**config.mk**
```make
export PLATFORM = sky130hd
export DESIGN_NAME = dma_channel_event_latch
export DESIGN_NICKNAME = d
export VERILOG_FILES = /design/src/dma_evt_pkg.sv /design/src/chan_evt_picker.sv /design/src/chan_evt_sync.sv /design/src/dma_channel_event_latch.sv
export SDC_FILE = /design/constraint.sdc
export NUM_CORES = 2
export LEC_CHECK = 0
export BUFFER_PORTS_ARGS = -buffer_cell sky130_fd_sc_hd__buf_2
export CORE_MARGIN = 4
export CORE_UTILIZATION = 30
export DETAILED_ROUTE_END_ITERATION = 10
export PLACE_DENSITY = 0.49
export SYNTH_ARGS = -nofsm -noshare
export SYNTH_HDL_FRONTEND = slang
export SYNTH_SLANG_ARGS = --single-unit
```
**constraint.sdc**
```tcl
create_clock -name clk_sys_in -period 6.3 [get_ports clk_sys_in]
set_clock_uncertainty 0.05 [all_clocks]
set_input_delay 0.945 -clock clk_sys_in [delete_from_list [all_inputs] [get_ports clk_sys_in]]
set_output_delay 0.945 -clock clk_sys_in [all_outputs]
set_load 0.03 [all_outputs]
```
**src/dma_evt_pkg.sv**
```systemverilog
// Shared constants and types for the DMA channel event latch.
package dma_evt_pkg;

    // ------------------------------------------------------------------
    // Sizes
    // ------------------------------------------------------------------
    localparam int NUM_CHANNELS = 64;
    localparam int WORD_W       = 32;
    localparam int ADDR_W       = 6;
    localparam int PAIR_W       = 5;
    localparam int NUM_REGIONS  = 8;

    // ------------------------------------------------------------------
    // Register pairs: word index = {pair, high_half}
    // ------------------------------------------------------------------
    localparam logic [4:0] PAIR_LATCH    = 5'h00;
    localparam logic [4:0] PAIR_CLEAR    = 5'h01;
    localparam logic [4:0] PAIR_SET      = 5'h02;
    localparam logic [4:0] PAIR_EN       = 5'h03;
    localparam logic [4:0] PAIR_EN_CLR   = 5'h04;
    localparam logic [4:0] PAIR_EN_SET   = 5'h05;
    localparam logic [4:0] PAIR_MISS     = 5'h06;
    localparam logic [4:0] PAIR_MISS_CLR = 5'h07;
    localparam logic [4:0] PAIR_REGION   = 5'h08;

    // ------------------------------------------------------------------
    // Reset values
    // ------------------------------------------------------------------
    localparam logic [63:0] RESET_BITS = 64'h0;
    localparam logic [31:0] RESET_WORD = 32'h0;
    localparam logic [5:0]  RESET_CHAN = 6'h00;

    typedef enum logic {OFFER_IDLE, OFFER_WAIT} offer_state_t;

endpackage : dma_evt_pkg

```
**src/chan_evt_picker.sv**
```systemverilog
// Fixed-priority picker: lowest pending channel number wins.
`timescale 1ns/100ps
module chan_evt_picker #(
    parameter int N = 64
) (
    // Pending vector
    input  wire logic [N-1:0]         pend_in,
    // Selection
    output logic                      any_out,
    output logic      [$clog2(N)-1:0] chan_out
);

    function automatic logic [$clog2(N)-1:0] lowest(input logic [N-1:0] v);
        logic [$clog2(N)-1:0] idx;
        idx = '0;
        for (int i = N - 1; i >= 0; i--)
        begin
            if (v[i])
            begin
                idx = ($clog2(N))'(i);
            end
        end
        return idx;
    endfunction : lowest

    assign any_out  = |pend_in;
    assign chan_out = lowest(pend_in);

endmodule : chan_evt_picker

```
**src/chan_evt_sync.sv**
```systemverilog
// Two-flop synchroniser with rising-edge detect for external event pins.
`timescale 1ns/100ps
module chan_evt_sync #(
    parameter int WIDTH = 64
) (
    // Clock and reset
    input  wire logic             clk_sys_in,
    input  wire logic             reset_in,
    // Events
    input  wire logic [WIDTH-1:0] evt_async_in,
    output logic      [WIDTH-1:0] evt_rise_out
);

    logic [WIDTH-1:0] meta_ff;
    logic [WIDTH-1:0] sync_ff;
    logic [WIDTH-1:0] last_ff;

    // Only sync_ff reads meta_ff; the edge detector looks at later stages.
    always_ff @(posedge clk_sys_in)
    begin
        if (reset_in)
        begin
            meta_ff <= '0;
            sync_ff <= '0;
            last_ff <= '0;
        end
        else
        begin
            meta_ff <= evt_async_in;
            sync_ff <= meta_ff;
            last_ff <= sync_ff;
        end
    end

    assign evt_rise_out = sync_ff & ~last_ff;

endmodule : chan_evt_sync

```
**src/dma_channel_event_latch.sv**
```systemverilog
// Event capture, manual set, enable mask and submission offer for 64 DMA channels.
`timescale 1ns/100ps
module dma_channel_event_latch #(
    parameter int NUM_REGIONS = dma_evt_pkg::NUM_REGIONS
) (
    // Clock and reset
    input  wire logic                              clk_sys_in,
    input  wire logic                              reset_in,
    // External event pins
    input  wire logic [dma_evt_pkg::NUM_CHANNELS-1:0] evt_in,
    // Register port
    input  wire logic                              reg_wr_in,
    input  wire logic                              reg_rd_in,
    input  wire logic [dma_evt_pkg::ADDR_W-1:0]    reg_addr_in,
    input  wire logic                              reg_shadow_in,
    input  wire logic [$clog2(NUM_REGIONS)-1:0]    reg_region_in,
    input  wire logic [dma_evt_pkg::WORD_W-1:0]    reg_wdata_in,
    output logic      [dma_evt_pkg::WORD_W-1:0]    reg_rdata_out,
    output logic                                   reg_rvalid_out,
    // Transfer request offer
    output logic                                   req_valid_out,
    output logic      [5:0]                        req_chan_out,
    input  wire logic                              submit_ack_in,
    // Status
    output logic                                   evt_active_out
);

    localparam int RW = $clog2(NUM_REGIONS);

    // ------------------------------------------------------------------
    // State
    // ------------------------------------------------------------------
    logic [63:0]               er_ff;
    logic [63:0]               esr_ff;
    logic [63:0]               en_ff;
    logic [63:0]               miss_ff;
    logic [63:0]               region_acc_ff [NUM_REGIONS];
    logic [31:0]               reg_rdata_ff;
    logic                      reg_rvalid_ff;
    logic [5:0]                req_chan_ff;
    logic                      active_ff;
    logic [63:0]               pend_prev_ff;
    dma_evt_pkg::offer_state_t offer_ff;

    // ------------------------------------------------------------------
    // Register port decode
    // ------------------------------------------------------------------
    function automatic logic [63:0] place_word(input logic hi, input logic [31:0] d);
        return hi ? {d, 32'h0} : {32'h0, d};
    endfunction : place_word

    function automatic logic [31:0] pick_word(input logic hi, input logic [63:0] v);
        return hi ? v[63:32] : v[31:0];
    endfunction : pick_word

    wire [4:0]  pair_w     = reg_addr_in[5:1];
    wire        half_w     = reg_addr_in[0];
    wire [63:0] acc_vec_w  = reg_shadow_in ? region_acc_ff[reg_region_in] : '1;
    wire [63:0] wvec_w     = place_word(half_w, reg_wdata_in) & acc_vec_w;
    wire [4:0]  reg_off_w  = pair_w - dma_evt_pkg::PAIR_REGION;
    wire        is_region_w = (pair_w >= dma_evt_pkg::PAIR_REGION)
                            && (reg_off_w < 5'(NUM_REGIONS)) && !reg_shadow_in;
    wire [RW-1:0] region_idx_w = reg_off_w[RW-1:0];

    wire [63:0] sw_clr_w   = (reg_wr_in && pair_w == dma_evt_pkg::PAIR_CLEAR)    ? wvec_w : '0;
    wire [63:0] sw_set_w   = (reg_wr_in && pair_w == dma_evt_pkg::PAIR_SET)      ? wvec_w : '0;
    wire [63:0] en_clr_w   = (reg_wr_in && pair_w == dma_evt_pkg::PAIR_EN_CLR)   ? wvec_w : '0;
    wire [63:0] en_set_w   = (reg_wr_in && pair_w == dma_evt_pkg::PAIR_EN_SET)   ? wvec_w : '0;
    wire [63:0] miss_clr_w = (reg_wr_in && pair_w == dma_evt_pkg::PAIR_MISS_CLR) ? wvec_w : '0;
    wire        en_wr_w    = (en_clr_w | en_set_w) != '0;

    wire [63:0] rd_vec_w =
        (pair_w == dma_evt_pkg::PAIR_LATCH) ? er_ff   :
        (pair_w == dma_evt_pkg::PAIR_SET)   ? esr_ff  :
        (pair_w == dma_evt_pkg::PAIR_EN)    ? en_ff   :
        (pair_w == dma_evt_pkg::PAIR_MISS)  ? miss_ff : '0;
    wire [63:0] rd_mask_w = acc_vec_w;
    wire [31:0] rd_word_w = is_region_w ? pick_word(half_w, region_acc_ff[region_idx_w])
                                        : pick_word(half_w, rd_vec_w & rd_mask_w);

    // ------------------------------------------------------------------
    // Event sources and next state
    // ------------------------------------------------------------------
    logic [63:0] hw_set_w;
    logic        pick_any_w;
    logic [5:0]  pick_chan_w;

    chan_evt_sync #(
        .WIDTH (dma_evt_pkg::NUM_CHANNELS)
    ) u_sync (
        .clk_sys_in   (clk_sys_in),
        .reset_in     (reset_in),
        .evt_async_in (evt_in),
        .evt_rise_out (hw_set_w)
    );

    wire        ack_w      = (offer_ff == dma_evt_pkg::OFFER_WAIT) && submit_ack_in;
    wire [63:0] ack_clr_w  = ack_w ? (64'h1 << req_chan_ff) : '0;
    wire [63:0] er_clr_w   = sw_clr_w | ack_clr_w;
    wire [63:0] clr_only_w = sw_clr_w & ~hw_set_w;

    // Set after clear so a same-cycle event survives either clear.
    wire [63:0] nxt_er   = (er_ff & ~er_clr_w) | hw_set_w;
    wire [63:0] nxt_esr  = (esr_ff & ~ack_clr_w) | sw_set_w;
    wire [63:0] nxt_en   = (en_ff & ~en_clr_w) | en_set_w;
    wire [63:0] miss_hw_w = hw_set_w & er_ff & (en_ff | er_clr_w);
    wire [63:0] miss_sw_w = sw_set_w & esr_ff;
    wire [63:0] nxt_miss = (miss_ff & ~miss_clr_w) | miss_hw_w | miss_sw_w;

    wire [63:0] pend_w   = (er_ff & en_ff) | esr_ff;

    chan_evt_picker #(
        .N (dma_evt_pkg::NUM_CHANNELS)
    ) u_pick (
        .pend_in  (pend_w),
        .any_out  (pick_any_w),
        .chan_out (pick_chan_w)
    );

    // ------------------------------------------------------------------
    // Offer state machine
    // ------------------------------------------------------------------
    dma_evt_pkg::offer_state_t nxt_offer;
    logic [5:0]                nxt_chan;

    always_comb
    begin
        nxt_offer = offer_ff;
        nxt_chan  = req_chan_ff;
        case (offer_ff)
            dma_evt_pkg::OFFER_IDLE:
            begin
                if (pick_any_w)
                begin
                    nxt_offer = dma_evt_pkg::OFFER_WAIT;
                    nxt_chan  = pick_chan_w;
                end
            end
            dma_evt_pkg::OFFER_WAIT:
            begin
                // Withdraw if software cleared the offered channel meanwhile.
                if (submit_ack_in || !pend_w[req_chan_ff])
                begin
                    nxt_offer = dma_evt_pkg::OFFER_IDLE;
                end
            end
            default:
            begin
                nxt_offer = dma_evt_pkg::OFFER_IDLE;
            end
        endcase
    end

    // ------------------------------------------------------------------
    // Registers
    // ------------------------------------------------------------------
    always_ff @(posedge clk_sys_in)
    begin
        if (reset_in)
        begin
            er_ff         <= dma_evt_pkg::RESET_BITS;
            esr_ff        <= dma_evt_pkg::RESET_BITS;
            en_ff         <= dma_evt_pkg::RESET_BITS;
            miss_ff       <= dma_evt_pkg::RESET_BITS;
            reg_rdata_ff  <= dma_evt_pkg::RESET_WORD;
            reg_rvalid_ff <= 1'b0;
            req_chan_ff   <= dma_evt_pkg::RESET_CHAN;
            offer_ff      <= dma_evt_pkg::OFFER_IDLE;
            active_ff     <= 1'b0;
            pend_prev_ff  <= dma_evt_pkg::RESET_BITS;
        end
        else
        begin
            er_ff         <= nxt_er;
            esr_ff        <= nxt_esr;
            en_ff         <= nxt_en;
            miss_ff       <= nxt_miss;
            reg_rdata_ff  <= reg_rd_in ? rd_word_w : dma_evt_pkg::RESET_WORD;
            reg_rvalid_ff <= reg_rd_in;
            req_chan_ff   <= nxt_chan;
            offer_ff      <= nxt_offer;
            active_ff     <= |pend_w;
            pend_prev_ff  <= pend_w;
        end
    end

    // Region access masks are written through the global range only.
    for (genvar r = 0; r < NUM_REGIONS; r++)
    begin : g_region
        always_ff @(posedge clk_sys_in)
        begin
            if (reset_in)
            begin
                region_acc_ff[r] <= dma_evt_pkg::RESET_BITS;
            end
            else if (reg_wr_in && is_region_w && region_idx_w == RW'(r))
            begin
                region_acc_ff[r] <= (region_acc_ff[r] & ~place_word(half_w, '1))
                                  | place_word(half_w, reg_wdata_in);
            end
        end
    end

    assign reg_rdata_out  = reg_rdata_ff;
    assign reg_rvalid_out = reg_rvalid_ff;
    assign req_valid_out  = (offer_ff == dma_evt_pkg::OFFER_WAIT);
    assign req_chan_out   = req_chan_ff;
    assign evt_active_out = active_ff;
endmodule : dma_channel_event_latch

```
# Yosys cells after proc, flatten, opt, wreduce, memory -nomap -nowiden

Memory sizes are Yosys's and may differ from the RTL's.
Index checks and enable logic that the tools add are counted.

Bits of input ports: 111
Memories: 1
Register bits: 489
RAM bits: 512
Output and inout bits: 41

Memory list:

| memory        | depth | width | rd ports | clocked after Yosys merged registers in | write ports | line                          | text |
|---|---|---|---|---|---|---|---|
| region_acc_ff | 8     | 64    | 10       | 0                                       | 8           | dma_channel_event_latch.sv:37 | `logic [63:0] region_acc_ff [NUM_REGIONS];` |

Reductions and logical operators: 25
Muxes and demuxes: 119
Eq/ne operators: 14
Shift operators: 1
$add $sub $neg: 1
Order comparisons: 3
Bitwise logic cells: 51

Operator list:

| operator                                                           | count |
|---|---|
| two-way mux 64 bit                                                 | 21 |
| bitwise AND 64 bit                                                 | 19 |
| OR 64 bit                                                          | 16 |
| two-way mux 6 bit                                                  | 64 |
| inverter 64 bit                                                    | 6 |
| two-way mux 32 bit                                                 | 3 |
| OR reduction 64 bit                                                | 1 |
| left shift 1 x 6 -> 64 bit (first input constant)                  | 1 |
| two-way mux 1 bit                                                  | 29 |
| == test 5 x 3 -> 1 bit (second input constant)                     | 4 |
| logical AND 1 bit                                                  | 17 |
| == test 3 bit (second input constant)                              | 4 |
| == test 5 x 2 -> 1 bit (second input constant)                     | 2 |
| OR 1 bit                                                           | 8 |
| < comparator 6 x 7 -> 1 bit (second input constant)                | 1 |
| binary-select mux 1 bit (select 6 bit)                             | 1 |
| == test 3 x 2 -> 1 bit (second input constant)                     | 2 |
| == test 5 x 1 -> 1 bit (second input constant)                     | 1 |
| greater-or-equal comparator 5 x 4 -> 1 bit (second input constant) | 1 |
| zero test 5 bit                                                    | 1 |
| < comparator 5 x 4 -> 1 bit (second input constant)                | 1 |
| subtractor 5 x 4 -> 5 bit (second input constant)                  | 1 |
| == test 3 x 1 -> 1 bit (second input constant)                     | 1 |
| zero test 3 bit                                                    | 1 |
| other kinds (6)                                                    | 8 |

# Longest topological paths before layout

Word-level depth: 66
Gate-level depth with buffers: 12

# By module

A second synthesis with hierarchy kept.

Cells, all modules: 5200
Area, all modules: 51605.7 um^2

Modules (own cells, without submodules):

| module                  | times used | cells an instance | area each (um^2) |
|---|---|---|---|
| dma_channel_event_latch | 1          | 4586              | 45169.6 |
| chan_evt_sync           | 1          | 469               | 5549.1 |
| chan_evt_picker         | 1          | 145               | 887.1 |

# Least setup slack after synthesis

No wires, ideal clock.

Kind: input to register
From: input reg_shadow_in
To: memory region_acc_ff[7][0] (enable)
Stages on the path: 5
Arrival: 4827 ps
Path slack: 924 ps
Path through: clkbuf_1 -> buf_4 -> nor3b_2 -> nand3_1 -> o21bai_1

RTL lines:

| element            | line                          | text |
|---|---|---|
| start: declaration | dma_channel_event_latch.sv:15 | `input wire logic reg_shadow_in,` |
| end: declaration   | dma_channel_event_latch.sv:37 |  |

# Worst setup path after layout

From: input reg_addr_in[2] in the netlist's numbering
To: register reg_rdata_ff[28], in the netlist reg_rdata_out[28]

Cells in the longest elaborated chain, start to end: 8

Ends and longest elaborated chain:

| element                                                                           | line                           | text |
|---|---|---|
| start: declaration                                                                | dma_channel_event_latch.sv:14  | `input wire logic [dma_evt_pkg::ADDR_W-1:0] reg_addr_in,` |
| parallel branches: the longest is 7 deep, another holds subtractor 5 x 4 -> 5 bit | n/a                            |  |
| two-way mux 32 bit *                                                              | dma_channel_event_latch.sv:78  | `wire [31:0] rd_word_w = is_region_w ? pick_word(half_w, region_acc_ff[region_idx_w])` |
| end signal: assignment                                                            | dma_channel_event_latch.sv:165 | `reg_rdata_ff <= dma_evt_pkg::RESET_WORD;` |
| end signal: assignment                                                            | dma_channel_event_latch.sv:178 | `reg_rdata_ff <= reg_rd_in ? rd_word_w : dma_evt_pkg::RESET_WORD;` |
| end: declaration                                                                  | dma_channel_event_latch.sv:38  | `logic [31:0] reg_rdata_ff;` |

Every way passes the cells marked *.
A chain may end at the register's enable or synchronous reset.

==> results.cfg <==
[outcome]
outcome = finished clean

[critical_path]
crit_path_max_fanout = 65
end_kind = register
start_kind = input pin
timing.critical_path.required_ns = 6.92
timing.critical_path.arrival_ns = 4.33
timing.reg2reg.setup_slack_ns = 3.23
critPathKind = input pin to register

[clocking]
cts_root_buffer = sky130_fd_sc_hd__clkbuf_16
cts.clk_slew.worst_paths_ns = 0.06
htree_num_levels = 3
cts-buffers-inserted = 115
clock_sink_count = 1001
cts_tree = yes
clock_insertion_delay_worst_skew_ns = 0.75
clockBufferDepth = 3
cts_hold_buf = 0
cts_resized = 0
postCtsSetupBuffers = 0

[placed_design]
detailedPlacementHpwl_um = 123000
globalplace.congestion = 0.874
placed_cell_area_sq_um = 53700
numPortBuffers = 151

[grt]
grt_first_pass_wirelength_um = 276000
grt_start_max_net_pins = 194
grt_overflow = 0
first_global_vias = 37600
initial_antenna_violation_count = 17
grt_use_total_pct = 21.1

[synth]
synth_async_sr_flop_share_pct = 0
synth_sequential_area_ratio_pct = 49.4
synth-edff-count = 512
yosysUniqueCellTypes = 65
synth_top_cell_area_share_pct = 30.2
synthesis.instances = 4764
synth_ff_type = sky130_fd_sc_hd__edfxtp_1
synth.net_count = 4875
synthesized_area_per_cell_sq_um = 10.7
synth_top_cells_by_area = sky130_fd_sc_hd__edfxtp_1, sky130_fd_sc_hd__dfxtp_1, sky130_fd_sc_hd__mux4_2, sky130_fd_sc_hd__a21oi_1, sky130_fd_sc_hd__nand2_1
synth.yosys.warnings = 0
yosys_register_bits = 1001
syn-cell-area_sq_um = 50900
synth_largest_area_cell = sky130_fd_sc_hd__edfxtp_1

[sta]
totalNegativeSetupSlack_ns = 0
timing_hold_violations_final = 0
max-slew-margin-rel_pct = 18.5
tightest_slew_ns = 1.22
final_slew_violations = 0
fin_crit_sh_pct = 58.8
final.min_clock_period_ns = 3.70
fmaxAchievable_mhz = 270
setup_viol_count_final = 0
setup_repair_after_global_routing_missed_its_margin = no

[routing]
drt-pass1-iter-count = 8
detail_route.wirelength_um = 192000
drc = 0
viasPerCell = 5.69
detail_route.wl_per_cell_um = 27.3
ant_nets = 0
vias = 40000
initial_drc_count = 4922

[die]
core.rowCount = 150
design.core.area_sq_um = 168000
die_y_um = 420
floorplan.die.width_um = 420
initial_utilization_pct = 30.3
die_area_sq_um = 176000
ios = 152

[cells_and_area]
commonest_non_fill_non_tap_cells_in_the_layout = sky130_fd_sc_hd__a21oi_1, sky130_fd_sc_hd__nand2_1, sky130_fd_sc_hd__edfxtp_1
fillerInstances = 16700
finalNetCount = 4809
design_area_sq_um = 57800
synthToLayoutAreaGrowth_pct = 13.5
commonest_non_fill_non_tap_cell_in_the_layout = sky130_fd_sc_hd__a21oi_1
drive_above_1_share_pct = 16.0

[pwr]
leakagePower_nw = 19.7
power_density_nw_per_um2 = 272
worst_vdd_rail_ir_drop_v = 0.000213

[min_path]
worstHoldPathType = input pin to register

[flow_run]
maxCapViolCount = 0
## path summary, 6_finish.rpt
check | from | end | cells after the start
worst max register to register | er_ff[36]$_SDFF_PP0_ | req_valid_out$_SDFF_PP0_ | 7
worst min-delay path | evt_in[22] | u_sync.meta_ff[22]$_SDFF_PP0_ | 2
worst min register to register | u_sync.meta_ff[55]$_SDFF_PP0_ | u_sync.sync_ff[55]$_SDFF_PP0_ | 1
worst max-delay path | reg_addr_in[2] | reg_rdata_out[28]$_SDFF_PP0_ | 10
## cell families after synthesis
family	share of synthesized area, %
AO/OA/AOI/OAI	17.9
buffers and inverters	3.80
flip-flops	49.4
AND/OR/NAND/NOR	15.2
multiplexers	13.7
## cell type report
type                       instances  area [sq um]  share of cell area (%)
clock inverter                    41           464                   0.803
timing repair buffer             234          1680                    2.90
sequential                      1001         25200                    43.6
tap                             2204          2760                    4.77
multi-input combinational       3325         24000                    41.6
inverter                          21          78.8                   0.136
clock buffer                     174          3520                    6.09
antenna                           25          62.6                   0.108
## worst max-delay path, stage by stage
cell and delay (ns):
sky130_fd_sc_hd__buf_6 0.54, sky130_fd_sc_hd__nor2b_1 0.66, sky130_fd_sc_hd__and3_4 0.79, sky130_fd_sc_hd__buf_12 0.27, sky130_fd_sc_hd__a22o_1 0.14, sky130_fd_sc_hd__a221oi_1 0.05
sky130_fd_sc_hd__buf_4 0.20, sky130_fd_sc_hd__a311oi_1 0.25, sky130_fd_sc_hd__a21oi_1 0.09, sky130_fd_sc_hd__a21oi_1 0.17
## power by group
group          total (mW)  switching (mW)  internal [mW]
Combinational        1.46           0.920          0.535
Clock                7.05            2.85           4.20
Sequential           7.20           0.158           7.04
Total                15.7            3.93           11.8
## layer usage
layer  global-route usage (%)  vias up  part of all wire (%)
met5                        0        -                0.0068
met2                     32.0     1814                    44
met1                     29.1    20200                    43
met3                     3.69      319                   7.6
li1                         -    17600                     -
met4                     9.95        2                   5.0
## synthesized netlist by cell type (19+ instances only)
| master | instances |
|---|---|
| sky130_fd_sc_hd__a221o_1 | 22 |
| sky130_fd_sc_hd__mux2i_1 | 42 |
| sky130_fd_sc_hd__a21oi_1 | 747 |
| sky130_fd_sc_hd__nand4_1 | 19 |
| sky130_fd_sc_hd__a31oi_4 | 20 |
| sky130_fd_sc_hd__and2_1 | 35 |
| sky130_fd_sc_hd__a22o_1 | 72 |
| sky130_fd_sc_hd__nor2_1 | 213 |
| sky130_fd_sc_hd__a21boi_1 | 27 |
| sky130_fd_sc_hd__a21o_1 | 25 |
| sky130_fd_sc_hd__mux4_2 | 284 |
| sky130_fd_sc_hd__dfxtp_1 | 489 |
| sky130_fd_sc_hd__inv_1 | 21 |
| sky130_fd_sc_hd__a22oi_1 | 191 |
| sky130_fd_sc_hd__nand3_1 | 54 |
| sky130_fd_sc_hd__a31oi_1 | 58 |
| sky130_fd_sc_hd__edfxtp_1 | 512 |
| sky130_fd_sc_hd__a32oi_1 | 64 |
| sky130_fd_sc_hd__a311oi_1 | 22 |
| sky130_fd_sc_hd__nand2_1 | 656 |
| sky130_fd_sc_hd__o21ai_0 | 33 |
| sky130_fd_sc_hd__buf_2 | 74 |
| sky130_fd_sc_hd__clkbuf_1 | 273 |
| sky130_fd_sc_hd__buf_1 | 48 |
| sky130_fd_sc_hd__nor2b_1 | 260 |
| sky130_fd_sc_hd__o211ai_1 | 39 |
| sky130_fd_sc_hd__nand2b_1 | 323 |
| sky130_fd_sc_hd__a221oi_1 | 26 |
## per-stage QoR
stage	util (%)	hold WS, ns	setup slack (ns)	power (mW)	instances
floorplan	-	0.364	0.924	8.25	4764
global placement	32.0	0.378	1.97	8.78	6785
detailed placement	32.0	0.374	1.93	8.78	6785
CTS	34.4	0.305	2.73	15.8	7000
global route	34.4	0.356	2.53	16.2	7019
finish	34.4	0.367	2.60	15.7	7025
## state kept, by name, indices dropped and copies added, names as in the netlist, 6 cells and up
register        flops
u_sync.meta_ff     64
region_acc_ff     512
er_ff              64
en_ff              64
esr_ff             64
reg_rdata_out      32
miss_ff            64
req_chan_out        6
u_sync.sync_ff     64
u_sync.last_ff     64
(Power assumes the default switching activity.)
